## src/mcu_exec_pkg.sv

```systemverilog
// Purpose: shared constants and types for the instruction execution unit
// Assumes: APB byte addresses, 32-bit data, 100 MHz pclk
// Notes:   opcode codes follow the order of op_t, starting at 0
package mcu_exec_pkg;

  localparam int unsigned CLK_HZ          = 100_000_000;
  localparam int unsigned CLKS_PER_ICYCLE = 4;
  localparam int unsigned TMR_W           = 4;
  localparam int unsigned WDT_PRESC_W     = 8;
  localparam int unsigned WDT_CNT_W       = 8;
  localparam int unsigned MEM_DEPTH       = 16;
  localparam int unsigned IDX_W           = 4;
  localparam int unsigned STACK_DEPTH     = 8;
  localparam int unsigned SP_W            = 3;

  localparam logic [7:0] OFS_CMD    = 8'h00;
  localparam logic [7:0] OFS_ACC    = 8'h04;
  localparam logic [7:0] OFS_STATUS = 8'h08;
  localparam logic [7:0] OFS_PC     = 8'h0C;
  localparam logic [7:0] OFS_MIDX   = 8'h10;
  localparam logic [7:0] OFS_MDATA  = 8'h14;
  localparam logic [7:0] OFS_CTRL   = 8'h18;
  localparam logic [7:0] OFS_STACK  = 8'h1C;
  localparam logic [7:0] OFS_WDT    = 8'h20;

  localparam int unsigned CMD_OP_LSB   = 24;
  localparam int unsigned CMD_IDX_LSB  = 16;
  localparam int unsigned STAT_BUSY    = 8;
  localparam int unsigned STAT_HALTED  = 9;
  localparam int unsigned CTRL_WAKE    = 0;
  localparam int unsigned CTRL_WDT_EN  = 1;

  localparam logic [7:0]  ACC_RST  = 8'h00;
  localparam logic [15:0] PC_RST   = 16'h0000;
  localparam logic [7:0]  ALL_ONES = 8'hFF;
  localparam logic [3:0]  BCD_MAX  = 4'h9;
  localparam logic [4:0]  BCD_FIX  = 5'h06;

  // bit order gives c at bit 0 up to the global enable at bit 6
  typedef struct packed {
    logic irq_en;
    logic wdt_to;
    logic pd;
    logic ov;
    logic z;
    logic ac;
    logic c;
  } flags_t;

  localparam flags_t FLAGS_RST = '0;

  typedef enum logic [4:0] {
    OP_NOP, OP_INVERT_TO_ACC, OP_BCD_FIXUP, OP_COUNT_UP, OP_COUNT_UP_TO_ACC,
    OP_COUNT_DOWN, OP_COUNT_DOWN_TO_ACC, OP_POWER_DOWN, OP_COPY_ACC_TO_MEM,
    OP_COPY_MEM_TO_ACC, OP_COPY_LIT_TO_ACC, OP_OR_MEM, OP_OR_LIT,
    OP_BITWISE_OR_TO_MEMORY, OP_SUBROUTINE_EXIT, OP_SUBROUTINE_EXIT_LIT,
    OP_INTERRUPT_EXIT, OP_ROTATE_LEFT_MEMORY, OP_ROTATE_LEFT_TO_ACC,
    OP_ROTATE_LEFT_VIA_CARRY, OP_ROTATE_LEFT_VIA_CARRY_TO_ACC,
    OP_ROTATE_RIGHT_MEMORY, OP_ROTATE_RIGHT_TO_ACC, OP_ROTATE_RIGHT_VIA_CARRY,
    OP_ROTATE_RIGHT_VIA_CARRY_TO_ACC, OP_COUNT_DOWN_SKIP_ZERO,
    OP_COUNT_DOWN_SKIP_ZERO_TO_ACC, OP_SET_MEMORY, OP_SUBTRACT_WITH_BORROW,
    OP_SUBTRACT_WITH_BORROW_TO_MEM, OP_JUMP_DIRECT
  } op_t;

endpackage

```

## src/mcu_exec_unit.sv

```systemverilog
// Purpose: executes one instruction per command write, reached over APB
// Assumes: single pclk domain, APB master waits on pready
// Notes:   one instruction cycle is four pclk cycles of busy time
module mcu_exec_unit (
  input  wire logic        pclk,
  input  wire logic        presetn,
  input  wire logic        psel,
  input  wire logic        penable,
  input  wire logic        pwrite,
  input  wire logic [7:0]  paddr,
  input  wire logic [31:0] pwdata,
  output logic      [31:0] prdata,
  output logic             pready,
  output logic             pslverr,
  output logic             halted,
  output logic             global_irq_enable
);

  typedef struct packed {
    logic [mcu_exec_pkg::MEM_DEPTH-1:0][7:0]     mem;
    logic [mcu_exec_pkg::STACK_DEPTH-1:0][15:0]  stack;
    logic [mcu_exec_pkg::SP_W-1:0]               sp;
    logic [7:0]                                  acc;
    mcu_exec_pkg::flags_t                        fl;
    logic [15:0]                                 pc;
    logic [mcu_exec_pkg::IDX_W-1:0]              midx;
    logic                                        halted;
    logic                                        wdt_en;
    logic                                        pready;
    logic                                        pslverr;
    logic [31:0]                                 prdata;
  } core_st_t;

  core_st_t st_r;
  core_st_t st_nxt;

  logic                                  busy;
  logic                                  tmr_start;
  logic [mcu_exec_pkg::TMR_W-1:0]        tmr_load;
  logic                                  wdt_clr;
  logic                                  wdt_ovf;
  logic [mcu_exec_pkg::WDT_CNT_W-1:0]    wdt_count;

  icycle_timer #(
    .W (mcu_exec_pkg::TMR_W)
  ) u_timer (
    .pclk    (pclk),
    .presetn (presetn),
    .start   (tmr_start),
    .load    (tmr_load),
    .busy    (busy)
  );

  wdt_counter #(
    .PW (mcu_exec_pkg::WDT_PRESC_W),
    .CW (mcu_exec_pkg::WDT_CNT_W)
  ) u_wdt (
    .pclk    (pclk),
    .presetn (presetn),
    .en      (st_r.wdt_en),
    .clr     (wdt_clr),
    .ovf     (wdt_ovf),
    .count   (wdt_count)
  );

  always_comb begin
    logic                           setup;
    logic                           commit;
    logic                           mapped;
    logic                           go;
    mcu_exec_pkg::op_t              op;
    logic [mcu_exec_pkg::IDX_W-1:0] idx;
    logic [15:0]                    operand;
    logic [7:0]                     lit;
    logic [7:0]                     m;
    logic [7:0]                     a;
    logic [7:0]                     val;
    logic                           to_mem;
    logic                           to_acc;
    logic                           set_z;
    logic                           skip;
    logic [1:0]                     icyc;
    logic [4:0]                     lo;
    logic [4:0]                     hi;
    logic                           ac1;
    logic [8:0]                     sum;
    logic [4:0]                     nsum;
    logic [mcu_exec_pkg::SP_W-1:0]  sp_dn;
    logic [31:0]                    rd;
    setup     = 1'b0;
    commit    = 1'b0;
    mapped    = 1'b0;
    go        = 1'b0;
    op        = mcu_exec_pkg::op_t'(pwdata[mcu_exec_pkg::CMD_OP_LSB +: 5]);
    idx       = pwdata[mcu_exec_pkg::CMD_IDX_LSB +: mcu_exec_pkg::IDX_W];
    operand   = pwdata[15:0];
    lit       = pwdata[7:0];
    m         = st_r.mem[idx];
    a         = st_r.acc;
    val       = 8'h00;
    to_mem    = 1'b0;
    to_acc    = 1'b0;
    set_z     = 1'b0;
    skip      = 1'b0;
    icyc      = 2'd1;
    lo        = 5'h00;
    hi        = 5'h00;
    ac1       = 1'b0;
    sum       = 9'h000;
    nsum      = 5'h00;
    sp_dn     = st_r.sp - mcu_exec_pkg::SP_W'(1);
    rd        = 32'h0000_0000;
    tmr_start = 1'b0;
    tmr_load  = '0;
    wdt_clr   = 1'b0;
    st_nxt    = st_r;

    // one wait state: pready and read data come from flops
    setup  = psel && penable && !st_r.pready;
    commit = psel && penable && st_r.pready;

    unique case (paddr)
      mcu_exec_pkg::OFS_CMD: begin
        mapped = 1'b1;
      end
      mcu_exec_pkg::OFS_ACC: begin
        mapped = 1'b1;
        rd     = {24'h000000, st_r.acc};
      end
      mcu_exec_pkg::OFS_STATUS: begin
        mapped = 1'b1;
        rd     = {25'h0000000, st_r.fl};
        rd[mcu_exec_pkg::STAT_BUSY]   = busy;
        rd[mcu_exec_pkg::STAT_HALTED] = st_r.halted;
      end
      mcu_exec_pkg::OFS_PC: begin
        mapped = 1'b1;
        rd     = {16'h0000, st_r.pc};
      end
      mcu_exec_pkg::OFS_MIDX: begin
        mapped = 1'b1;
        rd     = {28'h0000000, st_r.midx};
      end
      mcu_exec_pkg::OFS_MDATA: begin
        mapped = 1'b1;
        rd     = {24'h000000, st_r.mem[st_r.midx]};
      end
      mcu_exec_pkg::OFS_CTRL: begin
        mapped = 1'b1;
        rd[mcu_exec_pkg::CTRL_WDT_EN] = st_r.wdt_en;
      end
      mcu_exec_pkg::OFS_STACK: begin
        mapped = 1'b1;
        rd     = {29'h00000000, st_r.sp};
      end
      mcu_exec_pkg::OFS_WDT: begin
        mapped = 1'b1;
        rd     = {24'h000000, wdt_count};
      end
      default: begin
        mapped = 1'b0;
      end
    endcase

    // a command while busy or powered down is refused with pslverr
    go = pwrite && (paddr == mcu_exec_pkg::OFS_CMD) && !busy && !st_r.halted;

    st_nxt.pready = setup;
    if (setup) begin
      st_nxt.prdata  = pwrite ? 32'h0000_0000 : rd;
      st_nxt.pslverr = !mapped ||
                       (pwrite && (paddr == mcu_exec_pkg::OFS_CMD) && !go);
    end else begin
      st_nxt.prdata  = 32'h0000_0000;
      st_nxt.pslverr = 1'b0;
    end

    // execute only what setup accepted, so pslverr and effect always agree
    if (commit && pwrite && (paddr == mcu_exec_pkg::OFS_CMD) && !st_r.pslverr) begin
      st_nxt.pc = st_r.pc + 16'h0001;
      unique case (op)
        mcu_exec_pkg::OP_NOP: begin
        end
        mcu_exec_pkg::OP_INVERT_TO_ACC: begin
          val    = ~m;
          to_acc = 1'b1;
          set_z  = 1'b1;
        end
        mcu_exec_pkg::OP_BCD_FIXUP: begin
          lo = {1'b0, a[3:0]};
          if (a[3:0] > mcu_exec_pkg::BCD_MAX || st_r.fl.ac) begin
            lo  = lo + mcu_exec_pkg::BCD_FIX;
            ac1 = lo[4];
          end
          hi = {1'b0, a[7:4]} + {4'h0, ac1};
          if (hi > {1'b0, mcu_exec_pkg::BCD_MAX} || st_r.fl.c) begin
            hi          = hi + mcu_exec_pkg::BCD_FIX;
            st_nxt.fl.c = 1'b1;
          end
          val    = {hi[3:0], lo[3:0]};
          to_mem = 1'b1;
        end
        mcu_exec_pkg::OP_COUNT_UP, mcu_exec_pkg::OP_COUNT_UP_TO_ACC: begin
          val    = m + 8'h01;
          to_mem = (op == mcu_exec_pkg::OP_COUNT_UP);
          to_acc = !to_mem;
          set_z  = 1'b1;
        end
        mcu_exec_pkg::OP_COUNT_DOWN, mcu_exec_pkg::OP_COUNT_DOWN_TO_ACC: begin
          val    = m - 8'h01;
          to_mem = (op == mcu_exec_pkg::OP_COUNT_DOWN);
          to_acc = !to_mem;
          set_z  = 1'b1;
        end
        mcu_exec_pkg::OP_POWER_DOWN: begin
          wdt_clr          = 1'b1;
          st_nxt.fl.pd     = 1'b1;
          st_nxt.fl.wdt_to = 1'b0;
          st_nxt.halted    = 1'b1;
        end
        mcu_exec_pkg::OP_COPY_ACC_TO_MEM: begin
          val    = a;
          to_mem = 1'b1;
        end
        mcu_exec_pkg::OP_COPY_MEM_TO_ACC: begin
          val    = m;
          to_acc = 1'b1;
        end
        mcu_exec_pkg::OP_COPY_LIT_TO_ACC: begin
          val    = lit;
          to_acc = 1'b1;
        end
        mcu_exec_pkg::OP_OR_MEM, mcu_exec_pkg::OP_BITWISE_OR_TO_MEMORY: begin
          val    = a | m;
          to_mem = (op == mcu_exec_pkg::OP_BITWISE_OR_TO_MEMORY);
          to_acc = !to_mem;
          set_z  = 1'b1;
        end
        mcu_exec_pkg::OP_OR_LIT: begin
          val    = a | lit;
          to_acc = 1'b1;
          set_z  = 1'b1;
        end
        mcu_exec_pkg::OP_SUBROUTINE_EXIT, mcu_exec_pkg::OP_SUBROUTINE_EXIT_LIT,
        mcu_exec_pkg::OP_INTERRUPT_EXIT: begin
          st_nxt.pc = st_r.stack[sp_dn];
          st_nxt.sp = sp_dn;
          icyc      = 2'd2;
          if (op == mcu_exec_pkg::OP_SUBROUTINE_EXIT_LIT) begin
            val    = lit;
            to_acc = 1'b1;
          end
          if (op == mcu_exec_pkg::OP_INTERRUPT_EXIT) begin
            st_nxt.fl.irq_en = 1'b1;
          end
        end
        mcu_exec_pkg::OP_ROTATE_LEFT_MEMORY, mcu_exec_pkg::OP_ROTATE_LEFT_TO_ACC: begin
          val    = {m[6:0], m[7]};
          to_mem = (op == mcu_exec_pkg::OP_ROTATE_LEFT_MEMORY);
          to_acc = !to_mem;
        end
        mcu_exec_pkg::OP_ROTATE_LEFT_VIA_CARRY,
        mcu_exec_pkg::OP_ROTATE_LEFT_VIA_CARRY_TO_ACC: begin
          val         = {m[6:0], st_r.fl.c};
          st_nxt.fl.c = m[7];
          to_mem      = (op == mcu_exec_pkg::OP_ROTATE_LEFT_VIA_CARRY);
          to_acc      = !to_mem;
        end
        mcu_exec_pkg::OP_ROTATE_RIGHT_MEMORY, mcu_exec_pkg::OP_ROTATE_RIGHT_TO_ACC: begin
          val    = {m[0], m[7:1]};
          to_mem = (op == mcu_exec_pkg::OP_ROTATE_RIGHT_MEMORY);
          to_acc = !to_mem;
        end
        mcu_exec_pkg::OP_ROTATE_RIGHT_VIA_CARRY,
        mcu_exec_pkg::OP_ROTATE_RIGHT_VIA_CARRY_TO_ACC: begin
          val         = {st_r.fl.c, m[7:1]};
          st_nxt.fl.c = m[0];
          to_mem      = (op == mcu_exec_pkg::OP_ROTATE_RIGHT_VIA_CARRY);
          to_acc      = !to_mem;
        end
        mcu_exec_pkg::OP_COUNT_DOWN_SKIP_ZERO,
        mcu_exec_pkg::OP_COUNT_DOWN_SKIP_ZERO_TO_ACC: begin
          val    = m - 8'h01;
          to_mem = (op == mcu_exec_pkg::OP_COUNT_DOWN_SKIP_ZERO);
          to_acc = !to_mem;
          skip   = (val == 8'h00);
        end
        mcu_exec_pkg::OP_SET_MEMORY: begin
          val    = mcu_exec_pkg::ALL_ONES;
          to_mem = 1'b1;
        end
        mcu_exec_pkg::OP_SUBTRACT_WITH_BORROW,
        mcu_exec_pkg::OP_SUBTRACT_WITH_BORROW_TO_MEM: begin
          sum          = {1'b0, a} + {1'b0, ~m} + {8'h00, st_r.fl.c};
          nsum         = {1'b0, a[3:0]} + {1'b0, ~m[3:0]} + {4'h0, st_r.fl.c};
          val          = sum[7:0];
          st_nxt.fl.c  = sum[8];
          st_nxt.fl.ac = nsum[4];
          st_nxt.fl.ov = (a[7] == ~m[7]) && (sum[7] != a[7]);
          set_z        = 1'b1;
          to_mem       = (op == mcu_exec_pkg::OP_SUBTRACT_WITH_BORROW_TO_MEM);
          to_acc       = !to_mem;
        end
        mcu_exec_pkg::OP_JUMP_DIRECT: begin
          st_nxt.pc = operand;
          icyc      = 2'd2;
        end
        default: begin
        end
      endcase
      // a skip drops the prefetched word: pc steps over it, dummy cycle added
      if (skip) begin
        st_nxt.pc = st_r.pc + 16'h0002;
        icyc      = 2'd2;
      end
      if (to_mem) begin
        st_nxt.mem[idx] = val;
      end
      if (to_acc) begin
        st_nxt.acc = val;
      end
      if (set_z) begin
        st_nxt.fl.z = (val == 8'h00);
      end
      tmr_start = 1'b1;
      tmr_load  = mcu_exec_pkg::TMR_W'(icyc * mcu_exec_pkg::CLKS_PER_ICYCLE);
    end else if (commit && pwrite) begin
      unique case (paddr)
        mcu_exec_pkg::OFS_ACC: begin
          st_nxt.acc = pwdata[7:0];
        end
        mcu_exec_pkg::OFS_STATUS: begin
          st_nxt.fl.c      = pwdata[0];
          st_nxt.fl.ac     = pwdata[1];
          st_nxt.fl.z      = pwdata[2];
          st_nxt.fl.ov     = pwdata[3];
          st_nxt.fl.irq_en = pwdata[6];
        end
        mcu_exec_pkg::OFS_PC: begin
          st_nxt.pc = pwdata[15:0];
        end
        mcu_exec_pkg::OFS_MIDX: begin
          st_nxt.midx = pwdata[mcu_exec_pkg::IDX_W-1:0];
        end
        mcu_exec_pkg::OFS_MDATA: begin
          st_nxt.mem[st_r.midx] = pwdata[7:0];
        end
        mcu_exec_pkg::OFS_CTRL: begin
          st_nxt.wdt_en = pwdata[mcu_exec_pkg::CTRL_WDT_EN];
          if (pwdata[mcu_exec_pkg::CTRL_WAKE]) begin
            st_nxt.halted = 1'b0;
          end
        end
        mcu_exec_pkg::OFS_STACK: begin
          st_nxt.stack[st_r.sp] = pwdata[15:0];
          st_nxt.sp             = st_r.sp + mcu_exec_pkg::SP_W'(1);
        end
        default: begin
        end
      endcase
    end

    // timeout sets last so it wins over any clear in the same cycle
    if (wdt_ovf) begin
      st_nxt.fl.wdt_to = 1'b1;
      st_nxt.halted    = 1'b0;
    end
  end

  always_ff @(posedge pclk or negedge presetn) begin
    if (!presetn) begin
      st_r        <= '0;
      st_r.acc    <= mcu_exec_pkg::ACC_RST;
      st_r.pc     <= mcu_exec_pkg::PC_RST;
      st_r.fl     <= mcu_exec_pkg::FLAGS_RST;
    end else begin
      st_r <= st_nxt;
    end
  end

  assign prdata            = st_r.prdata;
  assign pready            = st_r.pready;
  assign pslverr           = st_r.pslverr;
  assign halted            = st_r.halted;
  assign global_irq_enable = st_r.fl.irq_en;

endmodule

```

## src/icycle_timer.sv

```systemverilog
// Purpose: holds the core busy for a loaded number of clocks
// Assumes: start only while not busy
// Notes:   busy is high from the edge after start for load clocks
module icycle_timer #(
  parameter int unsigned W = 4
) (
  input  wire logic         pclk,
  input  wire logic         presetn,
  input  wire logic         start,
  input  wire logic [W-1:0] load,
  output logic              busy
);

  typedef struct packed {
    logic [W-1:0] cnt;
  } tmr_st_t;

  tmr_st_t st_r;
  tmr_st_t st_nxt;

  always_comb begin
    st_nxt = st_r;
    if (start) begin
      st_nxt.cnt = load;
    end else if (st_r.cnt != '0) begin
      st_nxt.cnt = st_r.cnt - W'(1);
    end
  end

  always_ff @(posedge pclk or negedge presetn) begin
    if (!presetn) begin
      st_r <= '0;
    end else begin
      st_r <= st_nxt;
    end
  end

  assign busy = (st_r.cnt != '0);

endmodule

```

## src/wdt_counter.sv

```systemverilog
// Purpose: watchdog prescaler and counter with synchronous clear
// Assumes: clr and en come from the pclk domain
// Notes:   ovf is a one-cycle pulse when both stages wrap
module wdt_counter #(
  parameter int unsigned PW = 8,
  parameter int unsigned CW = 8
) (
  input  wire logic          pclk,
  input  wire logic          presetn,
  input  wire logic          en,
  input  wire logic          clr,
  output logic               ovf,
  output logic [CW-1:0]      count
);

  typedef struct packed {
    logic [PW-1:0] presc;
    logic [CW-1:0] cnt;
    logic          ovf;
  } wdt_st_t;

  wdt_st_t st_r;
  wdt_st_t st_nxt;

  always_comb begin
    st_nxt     = st_r;
    st_nxt.ovf = 1'b0;
    if (clr) begin
      st_nxt = '0;
    end else if (en) begin
      st_nxt.presc = st_r.presc + PW'(1);
      if (&st_r.presc) begin
        st_nxt.cnt = st_r.cnt + CW'(1);
        st_nxt.ovf = &st_r.cnt;
      end
    end
  end

  always_ff @(posedge pclk or negedge presetn) begin
    if (!presetn) begin
      st_r <= '0;
    end else begin
      st_r <= st_nxt;
    end
  end

  assign ovf   = st_r.ovf;
  assign count = st_r.cnt;

endmodule

```

## config.mk

```make
export PLATFORM = sky130hd
export DESIGN_NAME = mcu_exec_unit
export DESIGN_NICKNAME = d
export VERILOG_FILES = /design/src/mcu_exec_pkg.sv /design/src/mcu_exec_unit.sv /design/src/icycle_timer.sv /design/src/wdt_counter.sv
export SDC_FILE = /design/constraint.sdc
export NUM_CORES = 1
export LEC_CHECK = 0
export BUFFER_PORTS_ARGS = -buffer_cell sky130_fd_sc_hd__buf_2
export CORE_ASPECT_RATIO = 0.8
export CORE_MARGIN = 10
export CORE_UTILIZATION = 55
export DETAILED_ROUTE_END_ITERATION = 7
export GPL_TIMING_DRIVEN = 0
export PLACE_DENSITY = 0.72
export SETUP_SLACK_MARGIN = 0.5
export SLEW_MARGIN = 20
export SYNTH_ARGS = -nofsm -noshare
export SYNTH_HDL_FRONTEND = slang
export SYNTH_SLANG_ARGS = --single-unit
```

## constraint.sdc

```tcl
create_clock -name pclk -period 5.95 [get_ports pclk]
set_input_delay 1.19 -clock pclk [delete_from_list [all_inputs] [get_ports pclk]]
set_output_delay 1.19 -clock pclk [all_outputs]
set_load 0.02 [all_outputs]
```

==> summary.txt <==
Status
  • Status: finished, violations left
  • Failing checks: DRC

STA
  • Fin. Hold Viols: 0
  • Final Cycle Share: 92.9%
  • Tightest Pin Transition: 1160 ps
  • Worst rel slew slack: 22.7%
  • Final Setup Violations: 0
  • Pins Over Slew Limit: 0
  • Skew final: 21.9 ps
  • RSZ-0062 raised after global routing: yes
  • Setup ws final: 423 ps
  • Fmax: 0.181 GHz
  • Min Tclk post-route: 5530 ps
  • Worst hold slack: 472 ps

Clocking
  • Post-CTS Setup Bufs: 0
  • Clock slew at reported path FFs: 60 ps
  • CTS tree: yes
  • CTS Buf Count: 37
  • Clock sink count: 335
  • CTS Root Cell: clkbuf_16
  • Clk_lat worst skew: 570 ps
  • Max H-tree Level: 2
  • Clk buf depth: 3

Power and ir drop
  • Pwr/cell area: 227 nW/um2
  • Peak supply drop: 0.244 mV
  • Pwr Total: 5.34 mW
  • Lkg Pwr: 9.78 nW

Finish
  • Nets@finish: 2236
  • Storage element area: 8380 um2
  • Fraction of layout cells with a size suffix above 1: 21.1%
  • Most common cell after layout, fill and taps aside: dfrtp_1
  • Most frequent cells in the layout: 335 x dfrtp_1, 235 x nor2_1, 151 x nand2_1
  • ANT cells: 0
  • # fillers: 3042
  • Synthesis-to-layout area growth: 11.8%
  • Final Cell Area: 23600 um2
  • Finished Layout Cells: 2692
  • Multi-input gate area: 11800 um2

Critical path
  • Critical R2R Capture: st_r[323]
  • CP Cell Sequence: buf_6 > buf_12 > mux4_2 > nand2_1 > and4_1 > buf_2 > inv_1 > fa_1 > inv_1 > fa_1 > nand2_1 > o211ai_1 > a21oi_1 > o2111ai_1 > o21ai_2 > clkbuf_2 > o221ai_1 > o21a_1
  • Required @ worst endpoint: 6400 ps
  • Critical-path top delay cell: o21ai_2
  • CP Launch Type: input pin
  • Data arrival, critical path: 5970 ps
  • CP Max Fanout: 10
  • Register-to-Register Path Depth: 16
  • CP peak stage delay: 570 ps
  • Critical R2R Launch: st_r[322]
  • Worst Setup End Kind: flop
  • Worst path bufs/invs: 6
  • Largest delay share family, worst path: compound AO/OA/AOI/OAI gates
  • Worst Path Class, Setup: in2reg
  • Register-to-register setup slack: 960 ps

Floorplan
  • Die X: 239 um
  • I/O pins: 81
  • # rows: 64
  • Initial Utilization: 55.4%
  • Floorplan Core Area: 38000 um2
  • Die Height: 195 um
  • Die area: 46600 um2

Synthesis
  • Register area share after synthesis: 39.8%
  • Synth Register Bits: 335
  • Async SR Flop Fraction: 100%
  • Avg Cell Area, Syn: 10.2 um2
  • Post-synth EDFFs: 0
  • Syn Inst Count: 2061
  • Yosys Warn Count: 0
  • Count of unique library cells instantiated by Yosys: 96
  • Top_reg_cell synth: dfrtp_1
  • Synth Cell Area: 21100 um2

Global routing
  • Busiest layer in global routing: met1
  • Total gr overflow: 0
  • Largest net degree at the start of global routing: 98
  • Met1 Usage GRT: 46.5%
  • Total GRT Usage: 32.5%
  • Initial antenna violation count: 0
  • Grt met3 use: 12.8%
  • First-pass GRT wire length: 116000 um
  • Met2 usage: 43.4%
  • Vias in the first global route: 18300

Routing
  • Final WL: 76900 um
  • ANT nets after route: 0
  • Initial DRT Pass Iterations: 8
  • DR vias: 18900
  • Drt wl/cell: 28.6 um
  • DRC: 30
  • 1st-iter DRT viols: 2640
  • Vias per Instance: 7.04

Job
  • MaxCap Viol Count: 0

Placed design
  • GPL Wtd Cong: 1.11
  • Dpl ws: -385 ps
  • Area after DPL: 22100 um2
  • Port Buffers: 50
  • Placed cells: 2624
  • DP HPWL: 57100 um

Min path
  • Worst hold path depth: 1
  • Hold Crit Class: reg2reg
  • Hold endpoint: halted
  • Hold Crit Start: u_wdt.ovf
[layout make-up]
class | count | share of cell area, %
multi-input cells | 1522 | 50.1
flip-flops and latches | 335 | 35.6
clock buffers | 51 | 4.62
plain buffers | 193 | 4.07
well taps | 495 | 2.63
repair buffers | 53 | 1.45
clock inverters | 17 | 1.14
inverters | 26 | 0.414
[power breakdown]
part           switching [mW]  internal, mW  total, mW  leakage [nW]
sequential             0.0308          2.31       2.34          4.57
clock                    1.05          1.52       2.56         0.661
combinational           0.302         0.136      0.439          4.56
[synthesized netlist by cell type, drive strengths merged, types with 5 or more instances]
cell,number,area [um2]
dfrtp,335,8380
nor2,237,895
nand2,151,567
mux2,138,1550
a21oi,133,666
clkbuf,115,434
mux4,103,2320
buf,78,504
o21ai,75,375
mux2i,68,684
o21a,46,345
nand3,44,225
o221ai,41,359
a31oi,40,250
nor3,39,206
a22oi,33,248
o211ai,28,210
inv,24,90.1
a32oi,23,201
xor2,23,201
nor2b,22,138
ha,21,263
nand4,21,138
xnor2,18,158
and3,16,105
nor4,16,106
and2,12,75.1
nor3b,12,95.1
a221oi,11,96.3
nand2b,10,62.6
and4,9,78.8
or3,9,56.3
a211oi,8,60.1
o31ai,6,55.1
a2111oi,5,43.8
a21o,5,37.5
a22o,5,43.8
o22ai,5,31.3
[timing repair]
action,CTS,global route
pin swaps,0,0
resized for setup,5,17
endpoints found under the setup margin,34,59
hold buffers,0,0
[how the worst max path moves through the flow]
| stage | start | end | cells after the start | slack (ps) |
|---|---|---|---|---|
| global placement | presetn | st_r[102] | 1 | -2800 |
| detailed placement | pwdata[17] | st_r[323] | 18 | -390 |
| CTS | pwdata[17] | st_r[323] | 18 | 440 |
| global route | pwdata[16] | st_r[323] | 18 | 440 |
| floorplan | pwdata[16] | st_r[244] | 19 | 1100 |
| finish | pwdata[16] | st_r[323] | 18 | 420 |
[cell families (layout without fill, tap and decap cells)]
family / Yosys count / after routing / synth area share, %
DFF: 335 / 335 / 39.8
and+or+nand+nor: 623 / 623 / 14.0
muxes: 309 / 309 / 21.6
AOI/OAI and AO/OA: 510 / 510 / 16.5
xor gates and xnor gates: 41 / 41 / 1.70
other: 1 / 16 / 0.0178
buffers and inverters: 219 / 340 / 4.92
adders and majority gates: 23 / 23 / 1.44
[stage by stage]
stage	utilization [%]	TNS (ps)
floorplan	-	0
global placement	57.8	-919700
detailed placement	58.2	-4990
CTS	61.8	0
global route	62.0	0
finish	62.0	0
[registers in the layout, indices dropped and copies added (netlist names)]
| register | flops |
|---|---|
| st_r | 294 |
| prdata | 16 |
| u_wdt.count | 8 |
| u_wdt.st_r | 8 |
| u_timer.st_r | 4 |
| global_irq_enable | 1 |
| halted | 1 |
| pready | 1 |
| pslverr | 1 |
| u_wdt.ovf | 1 |
[layer usage]
layer  vias up  routed length (um)
li1       7915                   -
met3       238               11800
met4         0                3200
met2      1408               30600
met1      9380               31300
met5         -                   0
No activity file was read; power rests on OpenSTA's default activity.
